`src/core/lps_regs.svh`:
```
// Offsets, field positions, reset values and constant fields of the bank.
// Assumes 12-bit configuration byte offsets and 32-bit words.
`ifndef LPS_REGS_SVH
`define LPS_REGS_SVH

// ******************************
// Register offsets
// ******************************
`define LPS_OFF_LTR_HDR   12'h230
`define LPS_OFF_LATENCY   12'h234
`define LPS_OFF_L1_HDR    12'h240
`define LPS_OFF_L1_CAP    12'h244
`define LPS_OFF_L1_CTL1   12'h248
`define LPS_OFF_L1_CTL2   12'h24c
`define LPS_OFF_LTSSM     12'h33c
`define LPS_OFF_HOTINS    12'h340
`define LPS_OFF_SBCTL     12'h344

// ******************************
// Capability header constants
// ******************************
`define LPS_LTR_CAP_ID    16'h0018
`define LPS_L1_CAP_ID     16'h001e
`define LPS_CAP_VER       4'h1
`define LPS_LTR_NEXT      12'h240
`define LPS_L1_NEXT       12'h000

// ******************************
// Field positions
// ******************************
`define LPS_PM11_BIT      1
`define LPS_ASPM11_BIT    3
`define LPS_L1SS_BIT      4
`define LPS_SBMODE_BIT    0
`define LPS_PECDIS_BIT    9
`define LPS_PECFAIL_BIT   29
`define LPS_UNSUP_BIT     30

// ******************************
// Reset values and masks
// ******************************
`define LPS_LAT_RST       13'h0000
`define LPS_LAT_MASK      32'h1fff_1fff
`define LPS_PM11SUP_RST   1'b1
`define LPS_ASPM11SUP_RST 1'b0
`define LPS_L1SS_RST      1'b1
`define LPS_CTL2_VAL      32'h0000_0000
`define LPS_LTSSM_RST     8'h00
`define LPS_HOTINS_RST    16'h0000
`define LPS_LLSW_RST      16'h0004
`define LPS_SBMODE_RST    1'b1
`define LPS_SBADDR_HI_RST 4'hd
`define LPS_SBADDR_LO_RST 3'h0
`define LPS_PECDIS_RST    1'b1

`endif

```
`src/core/lps_pkg.sv`:
```
// Types shared by the configuration bank and its users.
// Assumes the constants header is included where offsets are needed.
package lps_pkg;

   // ******************************
   // Carriers
   // ******************************
   typedef struct packed {
      logic [11:0] addr;
      logic        wr;
      logic        rd;
      logic [3:0]  be;
      logic [31:0] wdata;
   } lps_cfg_req_t;

   typedef struct packed {
      logic        valid;
      logic [11:0] addr;
      logic [31:0] data;
   } lps_load_t;

   typedef struct packed {
      logic [9:0] snoopVal;
      logic [2:0] snoopScale;
      logic [9:0] nosnoopVal;
      logic [2:0] nosnoopScale;
      logic       pmL11En;
      logic       aspmL11En;
      logic       smbusMode;
      logic [6:0] slaveAddr;
      logic       pecCheckEn;
   } lps_ctrl_t;

   // ******************************
   // Strap capture states
   // ******************************
   typedef enum logic [2:0] {
      ST_RESET = 3'b001,
      ST_STRAP = 3'b010,
      ST_RUN   = 3'b100
   } lps_strap_st_t;

endpackage

```
`src/core/lps_config_regs.sv`:
```
// Latency tolerance, L1 substates, status words and sideband control.
// Assumes a config port and a sideband/EEPROM loader on the core clock.
`timescale 1ns/1ns
`include "lps_regs.svh"

module lps_config_regs #(
   parameter bit UPSTREAM_PORT = 1'b1
) (
   input  wire logic                 mclk,
   input  wire logic                 sys_rst,
   input  wire lps_pkg::lps_cfg_req_t cfgReq,
   output logic [31:0]               cfgRdData,
   output logic                      cfgRdValid,
   input  wire lps_pkg::lps_load_t   sbLoad,
   input  wire logic [2:0]           addrStrapPin,
   input  wire logic                 pecFailEvt,
   input  wire logic                 unsupCmdEvt,
   output lps_pkg::lps_ctrl_t        ctrl
);
   import lps_pkg::*;

   // ******************************
   // Helpers
   // ******************************
   function automatic logic [31:0] mergeBytes(
      input logic [31:0] oldVal,
      input logic [31:0] newVal,
      input logic [3:0]  be,
      input logic [31:0] mask
   );
      logic [31:0] res;
      res = oldVal;
      for (int i = 0; i < 4; i++) begin
         if (be[i]) begin
            res[i*8 +: 8] = newVal[i*8 +: 8];
         end
      end
      return (res & mask) | (oldVal & ~mask);
   endfunction

   function automatic logic [31:0] capHeader(
      input logic [11:0] nextPtr,
      input logic [15:0] capId
   );
      return {nextPtr, `LPS_CAP_VER, capId};
   endfunction

   // ******************************
   // State
   // ******************************
   logic [12:0]   snoopLat;
   logic [12:0]   nosnoopLat;
   logic          pm11Sup;
   logic          aspm11Sup;
   logic          l1ssSup;
   logic          pmL11En;
   logic          aspmL11En;
   logic [7:0]    ltssmStat;
   logic [15:0]   hotInsStat;
   logic [15:0]   llStatWord;
   logic          smbusMode;
   logic [6:0]    slaveAddr;
   logic          pecDisable;
   logic          pecFail;
   logic          unsupCmd;
   logic [12:0]   next_snoopLat;
   logic [12:0]   next_nosnoopLat;
   logic          next_pm11Sup;
   logic          next_aspm11Sup;
   logic          next_l1ssSup;
   logic          next_pmL11En;
   logic          next_aspmL11En;
   logic [7:0]    next_ltssmStat;
   logic [15:0]   next_hotInsStat;
   logic [15:0]   next_llStatWord;
   logic          next_smbusMode;
   logic [6:0]    next_slaveAddr;
   logic          next_pecDisable;
   logic          next_pecFail;
   logic          next_unsupCmd;
   logic [31:0]   rdMux;
   logic [31:0]   sbCtlWord;
   logic [31:0]   latWord;
   logic [31:0]   mergedLat;
   logic [31:0]   mergedSb;
   logic          wrLat;
   logic          wrCtl1;
   logic          wrSb;
   logic [2:0]    strapS1;
   logic [2:0]    strapS2;
   logic [2:0]    strapS3;
   lps_strap_st_t strapSt;
   lps_strap_st_t next_strapSt;
   logic          strapTake;

   // ******************************
   // Strap synchroniser and capture
   // ******************************
   // Straps are pins: three stages, taken once two stages agree
   always_ff @(posedge mclk) begin
      strapS1 <= addrStrapPin;
      strapS2 <= strapS1;
      strapS3 <= strapS2;
   end

   always_comb begin
      next_strapSt = strapSt;
      strapTake    = 1'b0;
      case (strapSt)
         ST_RESET: begin
            next_strapSt = ST_STRAP;
         end
         ST_STRAP: begin
            if (strapS2 == strapS3) begin
               strapTake    = 1'b1;
               next_strapSt = ST_RUN;
            end
         end
         ST_RUN: begin
            next_strapSt = ST_RUN;
         end
         default: begin
            next_strapSt = ST_RESET;
         end
      endcase
   end

   always_ff @(posedge mclk) begin
      if (sys_rst) begin
         strapSt <= ST_RESET;
      end else begin
         strapSt <= next_strapSt;
      end
   end

   // ******************************
   // Register next values
   // ******************************
   assign latWord   = {3'h0, nosnoopLat, 3'h0, snoopLat};
   assign sbCtlWord = {1'b0, unsupCmd, pecFail, 19'h0, pecDisable,
                       1'b0, slaveAddr, smbusMode};
   // Downstream ports ignore writes to upstream-only registers
   assign wrLat  = cfgReq.wr && UPSTREAM_PORT &&
                   cfgReq.addr == `LPS_OFF_LATENCY;
   assign wrCtl1 = cfgReq.wr && cfgReq.addr == `LPS_OFF_L1_CTL1;
   assign wrSb   = cfgReq.wr && UPSTREAM_PORT &&
                   cfgReq.addr == `LPS_OFF_SBCTL;
   assign mergedLat = mergeBytes(latWord, cfgReq.wdata, cfgReq.be,
                                 `LPS_LAT_MASK);
   assign mergedSb  = mergeBytes(sbCtlWord, cfgReq.wdata, cfgReq.be,
                                 32'h0000_02ff);

   always_comb begin
      next_snoopLat   = snoopLat;
      next_nosnoopLat = nosnoopLat;
      next_pm11Sup    = pm11Sup;
      next_aspm11Sup  = aspm11Sup;
      next_l1ssSup    = l1ssSup;
      next_pmL11En    = pmL11En;
      next_aspmL11En  = aspmL11En;
      next_ltssmStat  = ltssmStat;
      next_hotInsStat = hotInsStat;
      next_llStatWord = llStatWord;
      next_smbusMode  = smbusMode;
      next_slaveAddr  = slaveAddr;
      next_pecDisable = pecDisable;
      next_pecFail    = pecFail;
      next_unsupCmd   = unsupCmd;
      if (wrLat) begin
         next_snoopLat   = mergedLat[12:0];
         next_nosnoopLat = mergedLat[28:16];
      end
      if (wrCtl1 && cfgReq.be[0]) begin
         next_pmL11En   = cfgReq.wdata[`LPS_PM11_BIT];
         next_aspmL11En = cfgReq.wdata[`LPS_ASPM11_BIT];
      end
      // Read-only defaults change only through the sideband loader
      if (sbLoad.valid) begin
         case (sbLoad.addr)
            `LPS_OFF_L1_CAP: begin
               next_pm11Sup   = sbLoad.data[`LPS_PM11_BIT];
               next_aspm11Sup = sbLoad.data[`LPS_ASPM11_BIT];
               next_l1ssSup   = sbLoad.data[`LPS_L1SS_BIT];
            end
            `LPS_OFF_LTSSM: begin
               next_ltssmStat = sbLoad.data[7:0];
            end
            `LPS_OFF_HOTINS: begin
               next_hotInsStat = sbLoad.data[15:0];
               next_llStatWord = sbLoad.data[31:16];
            end
            default: begin
               next_ltssmStat = ltssmStat;
            end
         endcase
      end
      if (strapTake) begin
         next_slaveAddr[2:0] = strapS3;
      end
      if (wrSb) begin
         next_smbusMode  = mergedSb[`LPS_SBMODE_BIT];
         next_slaveAddr  = mergedSb[7:1];
         next_pecDisable = mergedSb[`LPS_PECDIS_BIT];
         if (cfgReq.be[3] && cfgReq.wdata[`LPS_PECFAIL_BIT]) begin
            next_pecFail = 1'b0;
         end
         if (cfgReq.be[3] && cfgReq.wdata[`LPS_UNSUP_BIT]) begin
            next_unsupCmd = 1'b0;
         end
      end
      // Set after clear, so a coincident event is never lost
      if (pecFailEvt && smbusMode && !pecDisable) begin
         next_pecFail = 1'b1;
      end
      if (unsupCmdEvt) begin
         next_unsupCmd = 1'b1;
      end
   end

   always_ff @(posedge mclk) begin
      if (sys_rst) begin
         snoopLat   <= `LPS_LAT_RST;
         nosnoopLat <= `LPS_LAT_RST;
         pm11Sup    <= `LPS_PM11SUP_RST;
         aspm11Sup  <= `LPS_ASPM11SUP_RST;
         l1ssSup    <= `LPS_L1SS_RST;
         pmL11En    <= 1'b0;
         aspmL11En  <= 1'b0;
         ltssmStat  <= `LPS_LTSSM_RST;
         hotInsStat <= `LPS_HOTINS_RST;
         llStatWord <= `LPS_LLSW_RST;
         smbusMode  <= `LPS_SBMODE_RST;
         slaveAddr  <= {`LPS_SBADDR_HI_RST, `LPS_SBADDR_LO_RST};
         pecDisable <= `LPS_PECDIS_RST;
         pecFail    <= 1'b0;
         unsupCmd   <= 1'b0;
      end else begin
         snoopLat   <= next_snoopLat;
         nosnoopLat <= next_nosnoopLat;
         pm11Sup    <= next_pm11Sup;
         aspm11Sup  <= next_aspm11Sup;
         l1ssSup    <= next_l1ssSup;
         pmL11En    <= next_pmL11En;
         aspmL11En  <= next_aspmL11En;
         ltssmStat  <= next_ltssmStat;
         hotInsStat <= next_hotInsStat;
         llStatWord <= next_llStatWord;
         smbusMode  <= next_smbusMode;
         slaveAddr  <= next_slaveAddr;
         pecDisable <= next_pecDisable;
         pecFail    <= next_pecFail;
         unsupCmd   <= next_unsupCmd;
      end
   end

   // ******************************
   // Read path
   // ******************************
   // Unmapped and reserved space reads zero
   always_comb begin
      rdMux = 32'h0000_0000;
      case (cfgReq.addr)
         `LPS_OFF_LTR_HDR: begin
            if (UPSTREAM_PORT) begin
               rdMux = capHeader(`LPS_LTR_NEXT,
                                 `LPS_LTR_CAP_ID);
            end
         end
         `LPS_OFF_LATENCY: begin
            if (UPSTREAM_PORT) begin
               rdMux = latWord;
            end
         end
         `LPS_OFF_L1_HDR: begin
            rdMux = capHeader(`LPS_L1_NEXT, `LPS_L1_CAP_ID);
         end
         `LPS_OFF_L1_CAP: begin
            rdMux[`LPS_PM11_BIT]   = pm11Sup;
            rdMux[`LPS_ASPM11_BIT] = aspm11Sup;
            rdMux[`LPS_L1SS_BIT]   = l1ssSup;
         end
         `LPS_OFF_L1_CTL1: begin
            rdMux[`LPS_PM11_BIT]   = pmL11En;
            rdMux[`LPS_ASPM11_BIT] = aspmL11En;
         end
         `LPS_OFF_L1_CTL2: begin
            rdMux = `LPS_CTL2_VAL;
         end
         `LPS_OFF_LTSSM: begin
            rdMux[7:0] = ltssmStat;
         end
         `LPS_OFF_HOTINS: begin
            rdMux = {llStatWord, hotInsStat};
         end
         `LPS_OFF_SBCTL: begin
            if (UPSTREAM_PORT) begin
               rdMux = sbCtlWord;
            end
         end
         default: begin
            rdMux = 32'h0000_0000;
         end
      endcase
   end

   always_ff @(posedge mclk) begin
      if (sys_rst) begin
         cfgRdData  <= 32'h0000_0000;
         cfgRdValid <= 1'b0;
      end else begin
         cfgRdValid <= cfgReq.rd;
         if (cfgReq.rd) begin
            cfgRdData <= rdMux;
         end
      end
   end

   // ******************************
   // Control outputs
   // ******************************
   always_comb begin
      ctrl.snoopVal     = snoopLat[9:0];
      ctrl.snoopScale   = snoopLat[12:10];
      ctrl.nosnoopVal   = nosnoopLat[9:0];
      ctrl.nosnoopScale = nosnoopLat[12:10];
      ctrl.pmL11En      = pmL11En;
      ctrl.aspmL11En    = aspmL11En;
      ctrl.smbusMode    = smbusMode;
      ctrl.slaveAddr    = slaveAddr;
      ctrl.pecCheckEn   = ~pecDisable;
   end
endmodule

```
`config.mk`:
```
export PLATFORM = sky130hd
export DESIGN_NAME = lps_config_regs
export DESIGN_NICKNAME = d
export VERILOG_FILES = /design/src/core/lps_pkg.sv /design/src/core/lps_config_regs.sv
export VERILOG_INCLUDE_DIRS = /design/src /design/src/core
export SDC_FILE = /design/constraint.sdc
export NUM_CORES = 1
export LEC_CHECK = 0
export ABC_AREA = 1
export ABC_CLOCK_PERIOD_IN_PS = 1130
export BUFFER_PORTS_ARGS = -buffer_cell sky130_fd_sc_hd__buf_4
export CAP_MARGIN = 20
export CORE_MARGIN = 2
export CORE_UTILIZATION = 30
export DETAILED_ROUTE_END_ITERATION = 8
export GPL_ROUTABILITY_DRIVEN = 0
export HOLD_SLACK_MARGIN = 0.03
export SKIP_CTS_REPAIR_TIMING = 1
export SLEW_MARGIN = 20
export SYNTH_ARGS = -nofsm -noshare
export SYNTH_HDL_FRONTEND = slang
export SYNTH_SLANG_ARGS = --single-unit
```
`constraint.sdc`:
```
create_clock -name mclk -period 1.13 [get_ports mclk]
set_input_delay 0 -clock mclk [delete_from_list [all_inputs] [get_ports mclk]]
set_output_delay 0 -clock mclk [all_outputs]
set_load 0.005 [all_outputs]
```
# After elaboration in Yosys (flattened, before gate mapping)
# Cells that the tools add are included.
# word_totals
ff_bits,127
in_bits,102
out_inout_bits,70
elab_cells,87
# op_classes
n_eq_ne,16
muxes,21
n_bitwise,2
reduce_logical,24
# ops
operator,n
"== test 12 x 10 -> 1 bit, second input constant",11
one-hot mux 24 bit (5 select lines),1
AND reduction 2 bit,9
one-hot mux 1 bit (7 select lines),2
one-hot mux 3 bit (4 select lines),1
"OR 10 x 1 -> 10 bit, second input constant",1
nonzero test 2 bit,5
two-way mux 3 bit,3
one-hot mux 3 bit (3 select lines),1
logical AND 1 bit,8
two-way mux 1 bit,8
two-way mux 8 bit,1
one-hot mux 1 bit (6 select lines),1
one-hot mux 1 bit (5 select lines),1
one-hot mux 1 bit (4 select lines),1
"== test 3 x 1 -> 1 bit, second input constant",1
"== test 3 x 2 -> 1 bit, second input constant",1
== test 3 bit,1
"== test 3 bit, second input constant",1
two-way mux 2 bit,1
"!= test 2 bit, second input constant",1
OR reduction 2 bit,1
logical NOT 1 bit,1
inverter 1 bit,1

# Logic depth before layout (Yosys ltp)
# Gate-level depths: netlist of the first run.
# depth
ltp_word,5
mapped_depth,11
depth_no_buf,10

# Worst setup path before layout of the first run
# No wires, ideal clock.
# synth_timing
path_kind,input port to flip-flop
start,input port cfgReq[39] in the netlist's numbering
end,register nosnoopLat[6]
setup_ps,116
arrival_ps,1034
required_time_ps,1014
slack_ps,-21
stages,9
path_buffers,1
cell_sequence,nor2_2 -> nand2_2 -> nor2_8 -> nand2_4 -> nor2_8 -> nand2_2 -> buf_6 -> o21ai_1 -> a21oi_1
# synth_between
elab_chain_cells,3
# synth_lines
item,line,source
from (decl),lps_config_regs.sv:11,"input wire lps_pkg::lps_cfg_req_t cfgReq,"
== test 12 x 10 -> 1 bit,-,
logical AND 1 bit (no source line),-,
AND reduction 2 bit (no source line),-,
to (signal assigned),lps_config_regs.sv:223,nosnoopLat <= `LPS_LAT_RST;
to (signal assigned),lps_config_regs.sv:239,nosnoopLat <= next_nosnoopLat;
to (decl),lps_config_regs.sv:52,logic [12:0] nosnoopLat;
# Every way passes these cells.
# A chain may end at the register's enable or synchronous reset.

# Worst setup path in the final report of the first run
# layout_timing
start,register strapS3[0]
end,register slaveAddr[2]
# layout_between
elab_chain_cells,4
# layout_lines
item,line,source
from (decl),lps_config_regs.sv:91,logic [2:0] strapS3;
from (signal assigned),lps_config_regs.sv:103,strapS3 <= strapS2;
== test 3 bit,lps_config_regs.sv:114,if (strapS2 == strapS3) begin
two-way mux 1 bit,lps_config_regs.sv:114,
two-way mux 1 bit,lps_config_regs.sv:109,case (strapSt)
nonzero test 2 bit (no source line),-,
to (signal assigned),lps_config_regs.sv:233,"slaveAddr <= {`LPS_SBADDR_HI_RST, `LPS_SBADDR_LO_RST};"
to (signal assigned),lps_config_regs.sv:249,slaveAddr <= next_slaveAddr;
to (decl),lps_config_regs.sv:62,logic [6:0] slaveAddr;
# Every way passes these cells.

==> impl_metrics.ini, run 1 <==
[floorplan]
ioPinCount = 172
core-area_um2 = 17900
dieArea_um2 = 19200
die_h_um = 139
start_util_pct = 30.4
rows = 49
die_w_um = 139

[grt]
grt_pass1_vias = 5289
antenna_found_initial = 0
grt_max_degree = 49
grt.overflow.total = 0
grtUsageTotal_pct = 18.2
grt_pass1_wl_um = 27600

[clock_tree]
cts.sinks = 127
clockBufferDepth = 2
worst_skew_pair.late_latency_ps = 420
root_buffer = clkbuf_16
htreeDepth = 4
numCtsBuffers = 17
path_clk_slew_ps = 60
cts_tree = built

[drt]
avgRoutedWirePerCell_um = 14.4
dr.pass1.iters = 4
vias_per_cell = 4.59
vias = 5726
drc = 0
drt_iter0_markers = 307
routed_wl_um = 17900
antenna_left = 0

[job]
maxCapViolations = 0

[power]
p_leak_uw = 0.00381
ir_worst_vdd_mv = 1.02
p_total_uw = 11000
power.density_nw_per_um2 = 1270

[final_layout]
antenna_cells = 0
final_nets = 1107
drive_gt1_share_pct = 28.9
synthToLayoutAreaGrowth_pct = 58.7
post-route-util_pct = 48.2
multi_input_area_um2 = 2520
regArea_um2 = 2550
fill_cells = 1766

[worst_hold_path]
hp-class = in -> reg

[logic_synthesis]
dominantRegCellSynth = dfxtp_1
synth_nets = 838
synth_top_area_cell = dfxtp_1
synth_common_cells = dfxtp_1 (127), nand2_1 (122), nor2_1 (108), a21oi_1 (81), inv_1 (67)
synth.distinct_cells = 29
yosys.area.top_type_share_pct = 46.7
yosys_warnings = 0
yosysMostFrequentCell = dfxtp_1
synth_edf_count = 0
synthArstFlopShare_pct = 0
synth_area_um2 = 5440
synthCells = 736
syn_area_per_cell_um2 = 7.39
ys_ff_latch = 127
synth_area_leaders = dfxtp_1 (47%), nand2_1 (8.4%), a21oi_1 (7.5%)
synth-seq-area-share_pct = 46.7

[sta]
rsz0062_at_grt = yes
slew_headroom_pct = 80.5
slew_viol_final = 0
setup_violations = 1
skew_ps = 5.15
timing.setup.tns_ps = -7.58
fmax_ghz = 0.879
finalHoldViolCount = 0
min_period_over_period_pct = 101
post-route-min-period_ps = 1140
fin_ws_ps = -7.58
tightest_slew_ps = 291

[critical_path]
crit_path_cell_trace = xnor2_2 -> nand3_2 -> nor2_2 -> nand2_2 -> nand2_4 -> nand2_2 -> a21oi_2
critical-path-slowest-cell = dfxtp_1
critPathLaunchType = flip-flop
crit_top_cell = nand2_2
cp.required_ps = 1480
worstPathArrival_ps = 1490
crit_family = simple AND/OR/NAND/NOR gates
critical_path_buf_inv_count = 0
critical_path.max_fanout = 4
cp-end-kind = flip-flop
critPathKind = reg -> reg
cpPeakStageDelay_ps = 370

[status]
status = finished with violations
violations = negative setup slack

[placed_design]
portBuffers = 167
place_hpwl_um = 13200
pre_cts_ws_ps = -271
## worst min-delay path: stages
cell and delay (ps):
buf_4 120, buf_12 200, a21oi_1 50
## cells in the final DEF (no fill, tap or decap), drive strengths merged
cell type / count
buf: 215
nand2: 132
dfxtp: 127
nor2: 115
a21oi: 81
inv: 74
dlygate4sd3: 71
nand3: 64
o21ai: 59
nor3: 23
clkbuf: 18
a211oi: 16
nand4: 7
clkinv: 4
xnor2: 3
clkinvlp: 3
o211ai: 2
bufinv: 2
nand3b: 1
nor4b: 1
## logic make-up after synthesis
group           after synthesis  share of synthesized area [%]
simple gates                343                           28.5
compound gates              158                           16.2
buf+inv                     105                           8.05
xor+xnor                      3                          0.483
flops                       127                           46.7
## path summary, 6_finish.rpt
kind | slack, ps | to | start | depth (start not counted)
max reg2reg | -8 | slaveAddr[2]$_SDFFE_PP0P_ | strapS3[0]$_DFF_P_ | 7
min | 20 | cfgRdData[19]$_SDFFE_PP0P_ | sys_rst | 3
min reg2reg | 320 | strapS2[2]$_DFF_P_ | strapS1[2]$_DFF_P_ | 0
max | -8 | slaveAddr[2]$_SDFFE_PP0P_ | strapS3[0]$_DFF_P_ | 7
## flip-flops by register name, indices dropped and copies added, names as in the netlist
name / cells
llStatWord: 16
strapS3: 3
l1ssSup: 1
hotInsStat: 16
strapSt: 3
unsupCmd: 1
cfgRdValid: 1
pmL11En: 1
smbusMode: 1
slaveAddr: 7
snoopLat: 13
strapS1: 3
cfgRdData: 32
pecDisable: 1
ltssmStat: 8
aspm11Sup: 1
strapS2: 3
pm11Sup: 1
pecFail: 1
aspmL11En: 1
nosnoopLat: 13
## through the flow
step	hold WS, ps	area, µm²	instances
final	18.1	8630	1247
after global routing	30.9	8630	1247
after CTS	-339	7860	1176
after detailed placement	106	7270	1144
after global placement	107	7270	1144
after floorplan	27.7	5460	736
## final cells by class
cell class / count / area share, %
clock inverter: 14 / 1.83
inverter: 69 / 3.00
tap: 229 / 3.32
multi-input combinational: 504 / 29.2
clock buffer: 18 / 5.09
sequential: 127 / 29.5
timing repair buffer: 286 / 28.1
## power breakdown
part	switching, µW	internal [µW]
clock	2140	3340
combinational	398	529
sequential	31.1	4530
total	2570	8400
## layer usage
layer	vias to the layer above	global-route usage, %	part of all wire, %
met2	166	31.1	49
met5	-	0	0
met4	0	5.32	1.5
met3	18	4.35	5.6
li1	2969	-	-
met1	2573	22.9	44
Note: power is estimated with default switching activity, not from simulation.
==> run 2: changes to the inputs <==
--- a/config.mk
+++ b/config.mk
@@ -8,12 +8,14 @@
 export LEC_CHECK = 0
 export ABC_AREA = 1
 export ABC_CLOCK_PERIOD_IN_PS = 1130
-export BUFFER_PORTS_ARGS = -buffer_cell sky130_fd_sc_hd__buf_4
 export CAP_MARGIN = 20
 export CORE_MARGIN = 2
 export CORE_UTILIZATION = 30
+export CTS_BUF_LIST = sky130_fd_sc_hd__clkbuf_4 sky130_fd_sc_hd__clkbuf_8
 export DETAILED_ROUTE_END_ITERATION = 8
+export DONT_BUFFER_PORTS = 1
 export GPL_ROUTABILITY_DRIVEN = 0
+export GPL_TIMING_DRIVEN = 0
 export HOLD_SLACK_MARGIN = 0.03
 export SKIP_CTS_REPAIR_TIMING = 1
 export SLEW_MARGIN = 20
==> run 2 against run 1 <==
The run ends with negative hold slack, negative setup slack left. Sequential share of layout area rose by 7.2 points. Wire length rose by 3.7%. Critical path depth did not move. Critical path type unchanged. Highest routed layer unchanged.
==> impl_metrics.ini, run 2 (same netlist as run 1, synthesis figures left out) <==
[status]
status = finished with violations
violations = negative hold slack, negative setup slack

[final_layout]
multi_input_area_um2 = 2490
antenna_cells = 0
drive_gt1_share_pct = 10.8
synthToLayoutAreaGrowth_pct = 27.5
final_nets = 933
fin_area_um2 = 6940
fill_cells = 1916
largest_register_ffs = 32
final_cell_mix = dfxtp_1 (121), nand2_1 (120), nor2_1 (108)
final_cell_count_no_fill = 1073
largest-register = cfgRdData
regArea_um2 = 2550
post-route-util_pct = 38.7
largestRegisters = cfgRdData x32, hotInsStat x16, llStatWord x16
final_common_cell = dfxtp_1

[drt]
drc = 0
routed_wl_um = 18600
vias = 5243
dr.pass1.iters = 4
vias_per_cell = 4.89
avgRoutedWirePerCell_um = 17.3
antenna_left = 0
drt_iter0_markers = 352

[critical_path]
path_depth = 7
cpPeakStageDelay_ps = 340
crit_top_cell = nand2_2
critPathLaunchType = flip-flop
critical_path.max_fanout = 4
critical-path-slowest-cell = dfxtp_2
cp.required_ps = 1500
worstPathArrival_ps = 1550
crit_start = strapS2[1]$_DFF_P_
critPathKind = reg -> reg
r2r_cells = 7
crit_path_cell_trace = xnor2_2 -> nand3_1 -> nor2_1 -> nand2_2 -> nand2_2 -> nand2_1 -> a21oi_2
cp-end-kind = flip-flop
crit_family = simple AND/OR/NAND/NOR gates
critical_path_buf_inv_count = 0
reg2reg_from = strapS2[1]$_DFF_P_

[sta]
min_period_over_period_pct = 104
skew_ps = 10.9
slew_viol_final = 0
slew_headroom_pct = 51.7
whs_ps = -235
fin_ws_ps = -47.9
finalHoldViolCount = 18
post-route-min-period_ps = 1180
fmax_ghz = 0.849
setup_violations = 3
rsz0062_at_grt = yes
tightest_slew_ps = 724

[clock_tree]
clockBufferDepth = 2
path_clk_slew_ps = 70
root_buffer = clkbuf_8
cts.sinks = 127
cts_tree = built
worst_skew_pair.late_latency_ps = 450
htreeDepth = 4
numCtsBuffers = 17

[power]
power.density_nw_per_um2 = 1320
ir_worst_vdd_mv = 0.863
p_leak_uw = 0.00274
p_total_uw = 9130

[worst_hold_path]
hp-class = in -> reg
holdPathStages = 2
hold_start = cfgReq[37]

[placed_design]
portBuffers = 0
dp_cells = 965
placed_cell_area_um2 = 5740
place_hpwl_um = 13900

[grt]
grt_pass1_vias = 4744
grtUsageTotal_pct = 18.7
grt.overflow.total = 0
antenna_found_initial = 0
grt_max_degree = 17
grt_pass1_wl_um = 27400

[floorplan]
start_util_pct = 30.4
ioPinCount = 172
dieArea_um2 = 19200
rows = 49
die_w_um = 139
die_h_um = 139
core-area_um2 = 17900

[job]
maxCapViolations = 0
-- run 2: cell types whose count changed in the layout (fill, tap and decap cells not counted), sizes merged --
| cell | previous run | this run |
|---|---|---|
| buf | 215 | 16 |
| clkbuf | 18 | 42 |
| clkinv | 4 | 7 |
| clkinvlp | 3 | 2 |
| dlygate4sd3 | 71 | 75 |
| inv | 74 | 69 |
-- run 2: worst paths after layout --
path,endpoint,slack [ps]
setup reg to reg,slaveAddr[1]$_SDFFE_PP0P_,-50
hold reg to reg,strapS2[0]$_DFF_P_,330
setup / recovery,slaveAddr[1]$_SDFFE_PP0P_,-50
hold / removal,pecDisable$_SDFFE_PP1P_,-240
-- run 2: where the power goes --
group	leakage [µW]	switching (µW)	internal (µW)
Sequential	0.00103	38.6	4520
Clock	0.000205	1830	2140
Combinational	0.00150	335	270
Total	0.00274	2200	6930
-- run 2: area by class of cell --
| cell class | count | area share (%) |
|---|---|---|
| inverters | 69 | 3.77 |
| clock buffers | 21 | 4.08 |
| repair buffers | 76 | 10.9 |
| plain buffers | 36 | 2.76 |
| well taps | 229 | 4.13 |
| clock inverters | 11 | 1.64 |
| multi-input cells | 504 | 35.9 |
| flip-flops and latches | 127 | 36.8 |
-- run 2: metrics by stage --
stage	TNS (ps)	worst slack (ps)	hold WS, ps
detailed placement	-24370	-482	27.8
global placement	-22570	-473	27.8
global route	-755	-150	-262
CTS	-211	-72.3	-455
finish	-110	-47.9	-235
floorplan	0	3.94	27.7
-- run 2: per-layer routing --
metal  global-route usage, %  share of wire (%)
met1                    23.0                 42
met2                    30.5                 48
met3                    7.56                9.0
met4                    5.21                1.1
met5                       0                  0
